==> src/verilog/mdsr_pkg.sv <==
// constants and helpers for the motor driver status register bank
package mdsr_pkg;

  localparam int ADDR_W = 7;
  localparam int DATA_W = 8;
  localparam int POS_W  = 7;
  localparam int OVC_W  = 4;

  // register offsets
  localparam logic [ADDR_W-1:0] LIVE_FAULT_STATUS_ADDR           = 7'h04;
  localparam logic [ADDR_W-1:0] BRIDGE_X_OVERCURRENT_STATUS_ADDR = 7'h05;
  localparam logic [ADDR_W-1:0] BRIDGE_Y_OVERCURRENT_STATUS_ADDR = 7'h06;
  localparam logic [ADDR_W-1:0] STEP_POSITION_STATUS_ADDR        = 7'h07;

  // field positions
  localparam int PARITY_BIT_POS       = 7;
  localparam int THERMAL_WARNING_POS  = 6;
  localparam int PUMP_FAILURE_POS     = 5;
  localparam int WATCHDOG_EVENT_POS   = 4;
  localparam int OPEN_COIL_X_POS      = 3;
  localparam int OPEN_COIL_Y_POS      = 2;
  localparam int OVERCURRENT_LSB      = 3;
  localparam int THERMAL_SHUTDOWN_POS = 2;

  // values after reset and for unmapped reads
  localparam logic [DATA_W-1:0] STATUS_RESET = 8'h00;
  localparam logic [DATA_W-1:0] UNMAPPED_VAL = 8'h00;
  localparam logic [POS_W-1:0]  POS_RESET    = 7'h00;

  // read data answers one cycle after the request
  localparam int RD_LATENCY = 1;

  // places even parity of the seven payload bits into bit 7
  function automatic logic [DATA_W-1:0] mdsr_with_parity(
    input logic [DATA_W-2:0] payload
  );
    mdsr_with_parity = {^payload, payload};
  endfunction

endpackage

==> src/verilog/mdsr_sticky.sv <==
// sticky flag bank where a set in the same cycle beats a clear
`timescale 1ns/1ps
module mdsr_sticky #(
  parameter int W = 1
) (
  // clock and reset
  input  wire logic         i_clk,
  input  wire logic         i_rst,
  // set and clear strobes
  input  wire logic [W-1:0] i_set,
  input  wire logic [W-1:0] i_clr,
  // held flags
  output logic      [W-1:0] o_flag
);

  logic [W-1:0] flag_q;
  logic [W-1:0] flag_d;

  // a fault seen during the clear cycle must not be lost
  assign flag_d = (flag_q & ~i_clr) | i_set;
  assign o_flag = flag_q;

  always_ff @(posedge i_clk) begin
    if (i_rst) begin
      flag_q <= '0;
    end else begin
      flag_q <= flag_d;
    end
  end

endmodule // mdsr_sticky

==> src/verilog/mdsr_status_regs.sv <==
// diagnostic status register bank read by the serial port
`timescale 1ns/1ps
module mdsr_status_regs
  import mdsr_pkg::*;
(
  // clock and reset
  input  wire logic                         i_clk,
  input  wire logic                         i_rst,
  // watchdog-initiated reset, keeps the watchdog event flag
  input  wire logic                         i_wdog_rst,
  // live conditions from the analog side
  input  wire logic                         i_thermal_warning,
  input  wire logic                         i_pump_undervolt,
  input  wire logic                         i_open_coil_x,
  input  wire logic                         i_open_coil_y,
  input  wire logic [mdsr_pkg::POS_W-1:0]   i_microstep_position,
  // fault events, latched here
  input  wire logic [mdsr_pkg::OVC_W-1:0]   i_overcurrent_x,
  input  wire logic [mdsr_pkg::OVC_W-1:0]   i_overcurrent_y,
  input  wire logic                         i_thermal_shutdown,
  input  wire logic                         i_wdog_timeout,
  // write of the watchdog enable bit
  input  wire logic                         i_wdog_en_wr,
  input  wire logic                         i_wdog_en_val,
  // register read port
  input  wire logic                         i_rd_en,
  input  wire logic [mdsr_pkg::ADDR_W-1:0]  i_rd_addr,
  output logic                              o_rd_valid,
  output logic      [mdsr_pkg::DATA_W-1:0]  o_rd_data,
  // watchdog event flag for the boot logic
  output logic                              o_watchdog_event_flag
);

  import mdsr_pkg::*;

  // live samples
  logic                    thermal_warning_flag_q;
  logic                    pump_failure_flag_q;
  logic                    open_coil_x_flag_q;
  logic                    open_coil_y_flag_q;
  logic [POS_W-1:0]        microstep_position_q;

  // latched flags: {x[3:0], y[3:0], thermal shutdown}
  logic [2*OVC_W:0]        latch_set;
  logic [2*OVC_W:0]        latch_clr;
  logic [2*OVC_W:0]        latch_flags;
  logic [OVC_W-1:0]        overcurrent_x;
  logic [OVC_W-1:0]        overcurrent_y;
  logic                    thermal_shutdown_flag;

  // watchdog
  logic                    wdog_clr;
  logic                    watchdog_event_flag;

  // read path
  logic                    hit_live;
  logic                    hit_bx;
  logic                    hit_by;
  logic                    hit_step;
  logic [DATA_W-1:0]       live_fault_status;
  logic [DATA_W-1:0]       bridge_x_overcurrent_status;
  logic [DATA_W-1:0]       bridge_y_overcurrent_status;
  logic [DATA_W-1:0]       step_position_status;
  logic [DATA_W-1:0]       rd_mux;
  logic [DATA_W-1:0]       rd_data_q;
  logic                    rd_valid_q;

  // live sampling
  // a warm reset clears the live view too; it refills next cycle
  always_ff @(posedge i_clk) begin
    if (i_rst || i_wdog_rst) begin
      thermal_warning_flag_q <= 1'b0;
      pump_failure_flag_q    <= 1'b0;
      open_coil_x_flag_q     <= 1'b0;
      open_coil_y_flag_q     <= 1'b0;
    end else begin
      thermal_warning_flag_q <= i_thermal_warning;
      pump_failure_flag_q    <= i_pump_undervolt;
      open_coil_x_flag_q     <= i_open_coil_x;
      open_coil_y_flag_q     <= i_open_coil_y;
    end
  end

  always_ff @(posedge i_clk) begin
    if (i_rst || i_wdog_rst) begin
      microstep_position_q <= POS_RESET;
    end else begin
      microstep_position_q <= i_microstep_position;
    end
  end

  // address decode
  assign hit_live = i_rd_en && (i_rd_addr == LIVE_FAULT_STATUS_ADDR);
  assign hit_bx   = i_rd_en &&
                    (i_rd_addr == BRIDGE_X_OVERCURRENT_STATUS_ADDR);
  assign hit_by   = i_rd_en &&
                    (i_rd_addr == BRIDGE_Y_OVERCURRENT_STATUS_ADDR);
  assign hit_step = i_rd_en && (i_rd_addr == STEP_POSITION_STATUS_ADDR);

  assign latch_set = {i_overcurrent_x, i_overcurrent_y, i_thermal_shutdown};
  assign latch_clr = {{OVC_W{hit_bx || i_wdog_rst}},
                      {(OVC_W+1){hit_by || i_wdog_rst}}};

  mdsr_sticky #(
    .W (2*OVC_W+1)
  ) u_latch (
    .i_clk  (i_clk),
    .i_rst  (i_rst),
    .i_set  (latch_set),
    .i_clr  (latch_clr),
    .o_flag (latch_flags)
  );

  assign overcurrent_x         = latch_flags[2*OVC_W:OVC_W+1];
  assign overcurrent_y         = latch_flags[OVC_W:1];
  assign thermal_shutdown_flag = latch_flags[0];

  // only a zero written to the enable bit clears
  assign wdog_clr = i_wdog_en_wr && !i_wdog_en_val;

  // set on timeout, untouched by the warm reset
  mdsr_sticky #(
    .W (1)
  ) u_wdog (
    .i_clk  (i_clk),
    .i_rst  (i_rst),
    .i_set  (i_wdog_timeout),
    .i_clr  (wdog_clr),
    .o_flag (watchdog_event_flag)
  );

  assign o_watchdog_event_flag = watchdog_event_flag;

  assign live_fault_status = mdsr_with_parity({thermal_warning_flag_q,
    pump_failure_flag_q, watchdog_event_flag, open_coil_x_flag_q,
    open_coil_y_flag_q, 2'b00});
  assign bridge_x_overcurrent_status =
    mdsr_with_parity({overcurrent_x, 3'b000});
  assign bridge_y_overcurrent_status =
    mdsr_with_parity({overcurrent_y, thermal_shutdown_flag, 2'b00});
  assign step_position_status = mdsr_with_parity(microstep_position_q);

  assign rd_mux = hit_live ? live_fault_status :
                  hit_bx   ? bridge_x_overcurrent_status :
                  hit_by   ? bridge_y_overcurrent_status :
                  hit_step ? step_position_status :
                  UNMAPPED_VAL;

  // read-only: the only write reaching these images is a zero to the watchdog enable bit, which clears the watchdog event bit
  always_ff @(posedge i_clk) begin
    if (i_rst) begin
      rd_data_q  <= STATUS_RESET;
      rd_valid_q <= 1'b0;
    end else begin
      rd_data_q  <= i_rd_en ? rd_mux : rd_data_q;
      rd_valid_q <= i_rd_en;
    end
  end

  assign o_rd_data  = rd_data_q;
  assign o_rd_valid = rd_valid_q;
endmodule // mdsr_status_regs

==> config.mk <==
export PLATFORM = sky130hd
export DESIGN_NAME = mdsr_status_regs
export DESIGN_NICKNAME = d
export VERILOG_FILES = /design/src/verilog/mdsr_pkg.sv /design/src/verilog/mdsr_sticky.sv /design/src/verilog/mdsr_status_regs.sv
export SDC_FILE = /design/constraint.sdc
export NUM_CORES = 1
export LEC_CHECK = 0
export BUFFER_PORTS_ARGS = -buffer_cell sky130_fd_sc_hd__buf_2
export CAP_MARGIN = 20
export CORE_MARGIN = 5
export CORE_UTILIZATION = 44
export DETAILED_ROUTE_END_ITERATION = 10
export GPL_TIMING_DRIVEN = 0
export PLACE_DENSITY = 0.79
export SLEW_MARGIN = 40
export SYNTH_ARGS = -nofsm -noshare
export SYNTH_HDL_FRONTEND = slang
export SYNTH_SLANG_ARGS = --single-unit
==> constraint.sdc <==
create_clock -name i_clk -period 1.3 [get_ports i_clk]
set_input_delay 0.13 -clock i_clk [delete_from_list [all_inputs] [get_ports i_clk]]
set_output_delay 0.13 -clock i_clk [all_outputs]
set_load 0.05 [all_outputs]
==> implementation parameters, run 1 <==
Parameter                              Value

Clock tree
  Clk sink count    30
  Clock tree root buffer cell    clkbuf_4
  Clock Tree Buf Depth    2
  Maximum level of the CTS H-tree    2
  Clock slew seen by the registers of the worst setup and hold paths    about 80 ps
  TritonCTS Buffers    5
  Clock latency at the later pin of the worst-skew pair    approximately 330 ps
  TritonCTS clock tree    built

Timing
  Worst clock skew    5.85 ps
  Number of slew-limit violations in the final report    0
  Setup-violating endpoint count in the final report    0
  Setup Total Neg Slack    0 ps
  Post-route fraction of the period consumed by the critical path    between 90% and 100%
  Slew at the pin closest to its max-slew limit    ~480 ps
  Fin crit period    between 1000 and 1500 ps
  Number of hold-slack violations in the final timing report    1
  Highest achievable clock rate    around 800 MHz
  Rel. slew slack    about two thirds
  Final worst hold slack    -2.28 ps

Floorplan
  Height of the die    between 60 and 70 um
  Overall die area    4220 um^2
  Starting density of the core    roughly 45%
  # rows    20
  Core footprint    just under 3000 um^2
  Chip Width    roughly 65 um
  I/O pin cnt    44

Setup path
  Crit path arrival time    around 1500 ps
  Critical Path End Type    flop
  Required @ worst endpoint    between 1500 and 2000 ps
  Largest stage delay, worst path    460 ps
  Slack of the worst reg-to-reg path    between 50 and 60 ps
  Family with the most delay on the worst path    multiplexers
  CP Cell Sequence    nand2b_1 > mux4_2 > a21oi_1 > nor2_1
  CP max-delay cell    mux4_2
  CP Launch Type    flop
  Category of the most critical setup path    reg2reg
  Number of buffers and inverters on the critical path    0
  Biggest fanout along the worst timing path    3

Global routing
  First-pass GRT wire length    approximately 5000 um
  Total global-route track usage    around 16%
  Leftover overflow at the end of global routing    0
  Initial antenna violation count    0
  Pin count of the biggest net entering global routing    11
  Number of global-route vias before repair    1138

Synth
  Synth warn    0
  Synth Flop Type    dfxtp_1
  Share of Yosys cell area claimed by the top area cell type    between 40% and 50%
  Synth Cell Area    ~1300 um^2
  Share of synthesized registers carrying an async set or reset    0%
  Number of nets in the synthesized netlist    ~170
  Count of unique library cells instantiated by Yosys    28
  Yosys reg bits    30
  Largest cells by area after synthesis    dfxtp_1 (45%), xnor2_1 (9.9%), mux4_2 (6.8%)
  Area leader, netlist    dfxtp_1
  Sequential area share after synthesis    45.2%
  Per-instance average area after synthesis    roughly 10 um^2
  Cell with the most instances after synthesis    dfxtp_1
  Top cells by instance count after synthesis    dfxtp_1 (30), a21oi_1 (17), nor2_1 (16)
  Number of cells produced by synthesis    ~130
  EDFF count, synth    0

Status
  Failing checks    hold timing
  Status    complete, but fails checks

Routing
  Wire per inst    around 14 um
  Pre-antenna DRT Iters    5
  Total number of vias    roughly 1100
  Via/cell ratio    5.05
  Antenna-violating nets left    0
  DRC violation count after routing    0
  Final routed wirelength across all metal layers    3070 um
  Drt initial violations    24

Placement
  Count of port buffers added during placement    between 40 and 50
  Area after DPL    1580 um^2
  Placed wire-length estimate    between 2000 and 2500 um
  Placer congestion estimate    0.821
  Cell total after placement    around 210

Min path
  Hold/Removal Path Class    in2reg

Cells and area
  Layout Cell Area excl Fill    about 1700 um^2
  Largest register FFs    9
  Final nets    220
  Relative area change from synthesis to final layout    28.0%
  Fraction of final layout cells sized beyond drive strength 1    a little over a third
  Combined area of the multi-input logic cells    699 um^2
  Fill cell count    around 260
  Sequential Area    606 um^2
  Antenna diodes    0
  Non-Filler Instances    approximately 220

Pwr
  Maximum ir drop on the vdd rail    about 740 uV
  Power density of the placed cells    approximately 1100 nW/um^2
  Leakage component of the power    around 0.7 nW

Run
  Max-Cap Viols    0
==> layout make-up <==
type                    instances  share of cell area [%]
flip-flops and latches         30                    35.6
inverters                       2                   0.442
well taps                      33                    2.43
multi-input cells              93                    41.2
plain buffers                   7                    2.50
clock buffers                   7                    2.65
repair buffers                 47                    15.2
==> cell families (layout without fill, tap and decap cells) <==
logic type      after synthesis  in the layout  share of synthesized area, %
compound gates               25             25                          12.8
xor+xnor                     16             16                          11.6
buf+inv                       9             63                          3.77
flops                        30             30                          45.2
mux                           5              5                          7.54
simple gates                 47             47                          19.0
==> metrics by stage <==
| step | total power [mW] | setup slack, ps | utilization, % |
|---|---|---|---|
| finish | 1.79 | 53.3 | 57.1 |
| global route | 1.88 | -7.37 | 57.1 |
| CTS | 1.78 | 20.7 | 55.3 |
| detailed placement | 1.30 | -109 | 53.1 |
| global placement | 1.29 | -43.8 | 53.1 |
| floorplan | 1.20 | 109 | - |
==> worst paths after layout <==
check,end,from,cells after the start
setup reg to reg,o_rd_data[6],u_latch.o_flag[8],4
hold reg to reg,o_rd_data[0],o_rd_data[0],2
setup / recovery,o_rd_data[6],u_latch.o_flag[8],4
hold / removal,microstep_position_q[3],i_microstep_position[3],2
==> timing repair <==
item | 4_1_cts | 5_1_grt
buffers inserted | 0 | 1
hold buffers | 2 | 2
endpoints found under the setup margin | 0 | 3
endpoints found under the hold margin | 2 | 2
gates resized for setup | 0 | 7
==> cells in the final DEF (no fill, tap or decap), drive strengths merged <==
| cell | count |
|---|---|
| buf | 46 |
| dfxtp | 30 |
| a21oi | 17 |
| nor2 | 16 |
| xnor2 | 15 |
| and2 | 11 |
| clkbuf | 11 |
| nor2b | 6 |
| nand2b | 6 |
| mux4 | 4 |
| dlygate4sd3 | 4 |
| nand4 | 2 |
| a31oi | 2 |
| nand2 | 2 |
| inv | 2 |
| o21ai | 2 |
| nor4 | 1 |
| and3 | 1 |
| mux2i | 1 |
| nand3 | 1 |
| o21bai | 1 |
| o41ai | 1 |
| a41oi | 1 |
| nor3 | 1 |
| xnor3 | 1 |
| o211ai | 1 |
==> power breakdown <==
| part | internal (mW) | switching (mW) | leakage, nW | total [mW] |
|---|---|---|---|---|
| registers | 0.958 | 0.0319 | 0.248 | 0.990 |
| logic | 0.164 | 0.146 | 0.447 | 0.310 |
| clock network | 0.203 | 0.289 | 0.0254 | 0.492 |
==> metal layers <==
layer | up-vias | routed length [um] | part of all wire, % | global-route usage, %
met4 | 0 | 109 | 3.5 | 10.3
met3 | 12 | 232 | 7.6 | 5.03
met5 | - | 0 | 0 | 0
li1 | 550 | - | - | -
met1 | 499 | 1210 | 40 | 18.0
met2 | 44 | 1520 | 49 | 25.2
==> worst register-to-register path: stages (launching register included) <==
cell and delay, ps:
dfxtp_1 340, nand2b_1 140, mux4_2 460, a21oi_1 150, nor2_1 50
Note: power is estimated with default switching activity, not from simulation.
==> run 2: changes to the inputs <==
--- a/config.mk
+++ b/config.mk
@@ -8,11 +8,14 @@
 export BUFFER_PORTS_ARGS = -buffer_cell sky130_fd_sc_hd__buf_2
 export CAP_MARGIN = 20
 export CORE_MARGIN = 5
-export CORE_UTILIZATION = 44
+export CORE_UTILIZATION = 46
+export CTS_CLUSTER_SIZE = 28
 export DETAILED_ROUTE_END_ITERATION = 10
 export GPL_TIMING_DRIVEN = 0
-export PLACE_DENSITY = 0.79
+export HOLD_SLACK_MARGIN = 0.15
+export PLACE_DENSITY = 0.8
 export SLEW_MARGIN = 40
 export SYNTH_ARGS = -nofsm -noshare
 export SYNTH_HDL_FRONTEND = slang
+export SYNTH_HIERARCHICAL = 1
 export SYNTH_SLANG_ARGS = --single-unit
==> implementation parameters, run 2 <==
Parameter                              Value

Clock tree
  Clock tree root buffer cell    clkbuf_4 (unchanged)
  TritonCTS Buffers    5 (unchanged)
  Clock Tree Buf Depth    2 (unchanged)
  TritonCTS clock tree    built (unchanged)
  Maximum level of the CTS H-tree    2 (unchanged)
  Clk sink count    30 (unchanged)
  Clock latency at the later pin of the worst-skew pair    330 ps (about the same)
  Clock slew seen by the registers of the worst setup and hold paths    100 ps (was 80 ps)

Setup path
  CP Depth    4 (unchanged)
  Required @ worst endpoint    1560 ps (was 1510 ps)
  Category of the most critical setup path    reg2reg (unchanged)
  CP Launch Type    flop (unchanged)
  CP Cell Sequence    xnor2_1 > xnor3_1 > o221a_1 > o22ai_2 (was nand2b_1 > mux4_2 > a21oi_1 > nor2_1)
  CP max-delay cell    xnor3_1 (was mux4_2)
  Largest stage delay, worst path    450 ps (was 460 ps)
  Biggest fanout along the worst timing path    2 (was 3)
  Crit path arrival time    1690 ps (was 1460 ps)
  Critical Path End Type    flop (unchanged)
  R2r endpoint    o_rd_data[7] (was o_rd_data[6])
  FF-to-FF Start    microstep_position_q[2] (was u_latch.o_flag[8])
  Register-to-Register Path Depth    4 (unchanged)
  Slack of the worst reg-to-reg path    -130 ps (was 50 ps)
  Family with the most delay on the worst path    XOR/XNOR gates (was multiplexers)
  Number of buffers and inverters on the critical path    0 (unchanged)

Global routing
  Initial antenna violation count    0 (unchanged)
  Number of global-route vias before repair    1273 (was 1138)
  Pin count of the biggest net entering global routing    11 (unchanged)
  First-pass GRT wire length    5570 um (was 5000 um)
  Leftover overflow at the end of global routing    0 (unchanged)
  Total global-route track usage    16.3% (was 15.8%)

Run
  Max-Cap Viols    0 (unchanged)

Timing
  Slew at the pin closest to its max-slew limit    454 ps (was 483 ps)
  Unrepaired setup endpoints after global routing    yes
  Post-route fraction of the period consumed by the critical path    110% (was 95.9%)
  Rel. slew slack    69.7% (was 67.8%)
  Worst clock skew    11.0 ps (was 5.85 ps)
  Setup Total Neg Slack    -134 ps (was 0 ps)
  PnR worst setup slack    -134 ps (was 53.3 ps)
  Number of hold-slack violations in the final timing report    0 (was 1)
  Fin crit period    1430 ps (was 1250 ps)
  Number of slew-limit violations in the final report    0 (unchanged)
  Setup-violating endpoint count in the final report    1 (was 0)
  Highest achievable clock rate    697 MHz (was 802 MHz)

Synth
  Area leader, netlist    dfxtp_1 (unchanged)
  Number of nets in the synthesized netlist    189 (was 166)
  Number of cells produced by synthesis    155 (was 132)
  Share of Yosys cell area claimed by the top area cell type    39.3% (was 45.2%)
  Synth warn    6 (was 0)
  EDFF count, synth    0 (unchanged)
  Yosys reg bits    30 (unchanged)
  Synth Cell Area    1530 um^2 (was 1330 um^2)
  Top cells by instance count after synthesis    dfxtp_1 (30), a21oi_1 (15), inv_1 (15) (was dfxtp_1 (30), a21oi_1 (17), nor2_1 (16))
  Share of synthesized registers carrying an async set or reset    0% (unchanged)
  Per-instance average area after synthesis    9.86 um^2 (was 10.1 um^2)
  Cell with the most instances after synthesis    dfxtp_1 (unchanged)
  Sequential area share after synthesis    39.3% (was 45.2%)
  Count of unique library cells instantiated by Yosys    30 (was 28)
  Synth Flop Type    dfxtp_1 (unchanged)
  Largest cells by area after synthesis    dfxtp_1 (39%), nand2b_4 (8.1%), xnor3_1 (5.9%) (was dfxtp_1 (45%), xnor2_1 (9.9%), mux4_2 (6.8%))

Cells and area
  Fraction of final layout cells sized beyond drive strength 1    33.3% (was 36.0%)
  Utilization after layout    63.9% (was 57.1%)
  Antenna diodes    0 (unchanged)
  Non-Filler Instances    274 (was 219)
  Fill cell count    282 (was 256)
  Largest register FFs    9 (unchanged)
  Most common cell after layout, fill and taps aside    buf_2 (unchanged)
  Top library cells by usage in the layout, fill and taps aside    buf_2 (43), dfxtp_1 (28), dlygate4sd3_1 (23) (was buf_2 (43), dfxtp_1 (26), nor2_1 (16))
  Final nets    261 (was 220)
  Relative area change from synthesis to final layout    37.3% (was 28.0%)

Min path
  Hold/Removal Path Class    in2reg (unchanged)
  Hold path start    i_wdog_rst (was i_microstep_position[3])
  Worst hold endpoint    u_latch/o_flag[8] (was microstep_position_q[3])
  Hold depth    4 (was 2)

Pwr
  Maximum ir drop on the vdd rail    636 uV (was 735 uV)
  Leakage component of the power    0.964 nW (was 0.721 nW)
  Power density of the placed cells    936 nW/um^2 (was 1050 nW/um^2)

Floorplan
  Chip Width    67.7 um (was 64.9 um)
  # rows    21 (was 20)
  I/O pin cnt    44 (unchanged)
  Overall die area    4580 um^2 (was 4220 um^2)
  Height of the die    67.7 um (was 64.9 um)
  Starting density of the core    46.6% (was 44.6%)
  Core footprint    3280 um^2 (was 2980 um^2)

Routing
  Via/cell ratio    4.74 (was 5.05)
  Pre-antenna DRT Iters    4 (was 5)
  DRC violation count after routing    0 (unchanged)
  Drt initial violations    70 (was 24)
  Antenna-violating nets left    0 (unchanged)
  Wire per inst    12.2 um (was 14.0 um)
  Total number of vias    1298 (was 1105)
  Final routed wirelength across all metal layers    3340 um (was 3070 um)

Placement
  Placer congestion estimate    0.810 (was 0.821)
  Cell total after placement    243 (was 207)
  Count of port buffers added during placement    42 (unchanged)
  Placed wire-length estimate    2400 um (was 2360 um)

Status
  Failing checks    setup timing (was hold timing)
  Status    complete, but fails checks (unchanged)
run 2: logic make-up (layout without fill, tap and decap cells):
family / after synthesis / in the layout / share of synthesized area, %
and+or+nand+nor: 46 / 46 / 22.3
AOI/OAI and AO/OA: 35 / 35 / 16.4
DFF: 30 / 30 / 39.3
buffers and inverters: 25 / 98 / 6.96
xor gates and xnor gates: 13 / 13 / 11.0
muxes: 6 / 6 / 3.93
run 2: worst max path at each step:
| stage | start | endpoint | slack, ps |
|---|---|---|---|
| after floorplan | u_wdog/o_flag | o_rd_data[7] | 5 |
| final | microstep_position_q[2] | o_rd_data[7] | -130 |
| after CTS | microstep_position_q[2] | o_rd_data[7] | -140 |
| after detailed placement | i_rd_addr[5] | u_latch/o_flag[4] | -210 |
| after global placement | i_rd_addr[5] | u_latch/o_flag[0] | -210 |
| after global routing | microstep_position_q[2] | o_rd_data[7] | -180 |
run 2: worst min-delay path, stage by stage:
cell and delay (ps):
buf_2 100, o21bai_2 150, nand2b_4 130, a21oi_2 40
run 2: what timing repair did:
action                                 4_1_cts  5_1_grt
hold buffers                                23        0
cloned                                       0        0
gates resized for setup                      0        2
endpoints found under the hold margin       21        0
pin swaps                                    0        1
setup endpoints to repair                    1        2
buffers inserted                             0        0
run 2: layout make-up:
class	instances	area, um^2	share of cell area (%)
Sequential cell	30	603	28.7
Clock inverter	1	5.00	0.238
Timing Repair Buffer	65	440	21.0
Inverter	15	56.3	2.68
Clock buffer	7	55.1	2.62
Multi-Input combinational cell	100	832	39.6
Buffer	10	50.0	2.38
Tap cell	46	57.6	2.74
run 2: power breakdown:
group          total, mW  internal, mW  switching [mW]
clock              0.573         0.262           0.311
combinational      0.394         0.225           0.169
sequential         0.999         0.958          0.0413
run 2: stage by stage:
stage	power (mW)	hold WS [ps]	setup slack (ps)	instance area, um^2
final	1.97	255	-134	2100
after global routing	2.06	288	-176	2100
after CTS	1.98	263	-140	2100
after detailed placement	1.36	333	-212	1810
after global placement	1.35	333	-213	1810
after floorplan	1.26	192	4.84	1540
run 2: routing by layer:
| layer | GRT usage, % | wire length (um) |
|---|---|---|
| met2 | 27.1 | 1660 |
| met1 | 19.8 | 1420 |
| met4 | 7.34 | 67 |
| met5 | 0 | 0 |
| met3 | 3.99 | 191 |
==> run 3: changes to the inputs <==
--- a/config.mk
+++ b/config.mk
@@ -7,15 +7,16 @@
 export LEC_CHECK = 0
 export BUFFER_PORTS_ARGS = -buffer_cell sky130_fd_sc_hd__buf_2
 export CAP_MARGIN = 20
-export CORE_MARGIN = 5
-export CORE_UTILIZATION = 46
+export CORE_MARGIN = 8
+export CORE_UTILIZATION = 50
 export CTS_CLUSTER_SIZE = 28
 export DETAILED_ROUTE_END_ITERATION = 10
 export GPL_TIMING_DRIVEN = 0
 export HOLD_SLACK_MARGIN = 0.15
-export PLACE_DENSITY = 0.8
+export PLACE_DENSITY = 0.82
 export SLEW_MARGIN = 40
 export SYNTH_ARGS = -nofsm -noshare
 export SYNTH_HDL_FRONTEND = slang
 export SYNTH_HIERARCHICAL = 1
 export SYNTH_SLANG_ARGS = --single-unit
+export TNS_END_PERCENT = 10
==> constraint.sdc (replaced) <==
create_clock -name i_clk -period 1.4 [get_ports i_clk]
set_input_delay 0.14 -clock i_clk [delete_from_list [all_inputs] [get_ports i_clk]]
set_output_delay 0.14 -clock i_clk [all_outputs]
set_load 0.05 [all_outputs]
==> implementation parameters, run 3 (same netlist as run 2, synthesis figures left out) <==
Parameter                              Value

Cells and area
  Relative area change from synthesis to final layout    37.2% (was 37.3%)
  Utilization after layout    70.5% (was 63.9%)
  Final nets    261 (unchanged)
  Largest register FFs    9 (unchanged)
  Fill cell count    221 (was 282)
  Antenna diodes    0 (unchanged)
  Non-Filler Instances    261 (was 274)
  Top library cells by usage in the layout, fill and taps aside    buf_2 (43), dfxtp_1 (27), dlygate4sd3_1 (23) (was buf_2 (43), dfxtp_1 (28), dlygate4sd3_1 (23))
  Fraction of final layout cells sized beyond drive strength 1    33.8% (was 33.3%)
  Most common cell after layout, fill and taps aside    buf_2 (unchanged)

Placement
  Cell total after placement    230 (was 243)
  Count of port buffers added during placement    42 (unchanged)
  Placer congestion estimate    0.882 (was 0.810)
  Placed wire-length estimate    2520 um (was 2400 um)

Timing
  Post-route fraction of the period consumed by the critical path    98.5% (was 110%)
  Worst clock skew    4.63 ps (was 11.0 ps)
  Slew at the pin closest to its max-slew limit    461 ps (was 454 ps)
  Setup-violating endpoint count in the final report    0 (was 1)
  Rel. slew slack    69.3% (was 69.7%)
  Unrepaired setup endpoints after global routing    yes (unchanged)
  Highest achievable clock rate    725 MHz (was 697 MHz)
  Number of slew-limit violations in the final report    0 (unchanged)
  Number of hold-slack violations in the final timing report    0 (unchanged)
  Fin crit period    1380 ps (was 1430 ps)

Clock tree
  Clock latency at the later pin of the worst-skew pair    330 ps (about the same)
  Post-CTS setup-driven buffer insertion count    0 (unchanged)
  Clock Tree Buf Depth    2 (unchanged)
  TritonCTS Buffers    5 (unchanged)
  TritonCTS clock tree    built (unchanged)
  Clock tree root buffer cell    clkbuf_4 (unchanged)
  Maximum level of the CTS H-tree    2 (unchanged)
  Clock slew seen by the registers of the worst setup and hold paths    100 ps (about the same)
  Clk sink count    30 (unchanged)

Routing
  Final routed wirelength across all metal layers    3560 um (was 3340 um)
  Pre-antenna DRT Iters    4 (unchanged)
  Antenna-violating nets left    0 (unchanged)
  Via/cell ratio    4.95 (was 4.74)
  Wire per inst    13.7 um (was 12.2 um)
  Total number of vias    1292 (was 1298)
  DRC violation count after routing    0 (unchanged)
  Drt initial violations    154 (was 70)

Min path
  Hold depth    4 (unchanged)
  Hold/Removal Path Class    in2reg (unchanged)
  Hold path start    i_rd_addr[2] (was i_wdog_rst)
  Worst hold endpoint    o_rd_data[7] (was u_latch/o_flag[8])

Global routing
  Total global-route track usage    15.1% (was 16.3%)
  Leftover overflow at the end of global routing    0 (unchanged)
  First-pass GRT wire length    6100 um (was 5570 um)
  Pin count of the biggest net entering global routing    11 (unchanged)
  Initial antenna violation count    0 (unchanged)
  Number of global-route vias before repair    1365 (was 1273)

Setup path
  Required @ worst endpoint    1670 ps (was 1560 ps)
  FF-to-FF Start    microstep_position_q[3] (was microstep_position_q[2])
  Critical Path End Type    flop (unchanged)
  Category of the most critical setup path    reg2reg (unchanged)
  CP Launch Type    flop (unchanged)
  Slack of the worst reg-to-reg path    20 ps (was -130 ps)
  Register-to-Register Path Depth    4 (unchanged)
  R2r endpoint    o_rd_data[7] (unchanged)
  Biggest fanout along the worst timing path    2 (unchanged)
  Crit path arrival time    1650 ps (was 1690 ps)

Floorplan
  Chip Width    71.3 um (was 67.7 um)
  Core footprint    2980 um^2 (was 3280 um^2)
  Starting density of the core    51.3% (was 46.6%)
  Overall die area    5080 um^2 (was 4580 um^2)
  I/O pin cnt    44 (unchanged)
  Height of the die    71.3 um (was 67.7 um)
  # rows    20 (was 21)

Pwr
  Power density of the placed cells    939 nW/um^2 (was 936 nW/um^2)
  Leakage component of the power    0.971 nW (was 0.964 nW)
  Maximum ir drop on the vdd rail    716 uV (was 636 uV)

Run
  Max-Cap Viols    0 (unchanged)

Status
  Status    completed (was complete, but fails checks)
==> run 3: layer usage <==
layer  part of all wire (%)  track usage, %  up-vias
met5                      0               0        -
met1                     42            15.9      574
met4                    1.4            6.70        0
met2                     47            24.4       50
li1                       -               -      661
met3                    9.7            7.81        7
==> run 3: repair_timing <==
item,4_1_cts,5_1_grt
hold endpoints to repair,21,0
gates resized for setup,2,2
pin swaps,2,1
setup endpoints to repair,1,5
hold buffers,23,0
==> run 3: worst max path at each step <==
stage / from / end / slack, ps
after global routing: microstep_position_q[0] / o_rd_data[7] / -40
after CTS: microstep_position_q[3] / o_rd_data[7] / 10
after floorplan: i_rd_addr[5] / u_latch/o_flag[6] / 3
final: microstep_position_q[3] / o_rd_data[7] / 20
after detailed placement: i_rd_addr[5] / u_latch/o_flag[8] / -300
after global placement: i_rd_addr[5] / u_latch/o_flag[8] / -280
==> run 3: final cells by class <==
class / instances / area [um^2] / area share (%)
clock inverter: 3 / 40.0 / 1.91
buffer: 10 / 50.0 / 2.39
clock buffer: 5 / 37.5 / 1.79
multi-input combinational: 100 / 828 / 39.5
tap: 33 / 41.3 / 1.97
sequential: 30 / 604 / 28.8
timing repair buffer: 65 / 440 / 21.0
inverter: 15 / 56.3 / 2.68
==> run 3: critical path: stages, from the launching register on <==
cell and delay (ps):
dfxtp_2 340, xnor3_1 390, xnor3_1 210, o221a_1 230, o22ai_2 140
==> run 3: power breakdown <==
group	total (mW)	internal, mW	switching [mW]
Sequential	0.929	0.889	0.0396
Combinational	0.365	0.209	0.156
Clock	0.676	0.369	0.306
==> run 3: through the flow <==
stage	setup WS (ps)	cell area, um^2	total power [mW]	TNS (ps)	hold slack, ps
after floorplan	2.52	1530	1.17	0	202
after global placement	-285	1780	1.25	-2160	341
after detailed placement	-303	1780	1.26	-2290	342
after CTS	11.9	2090	1.98	0	295
after global routing	-38.3	2100	2.06	-38.3	320
final	21.3	2100	1.97	0	313
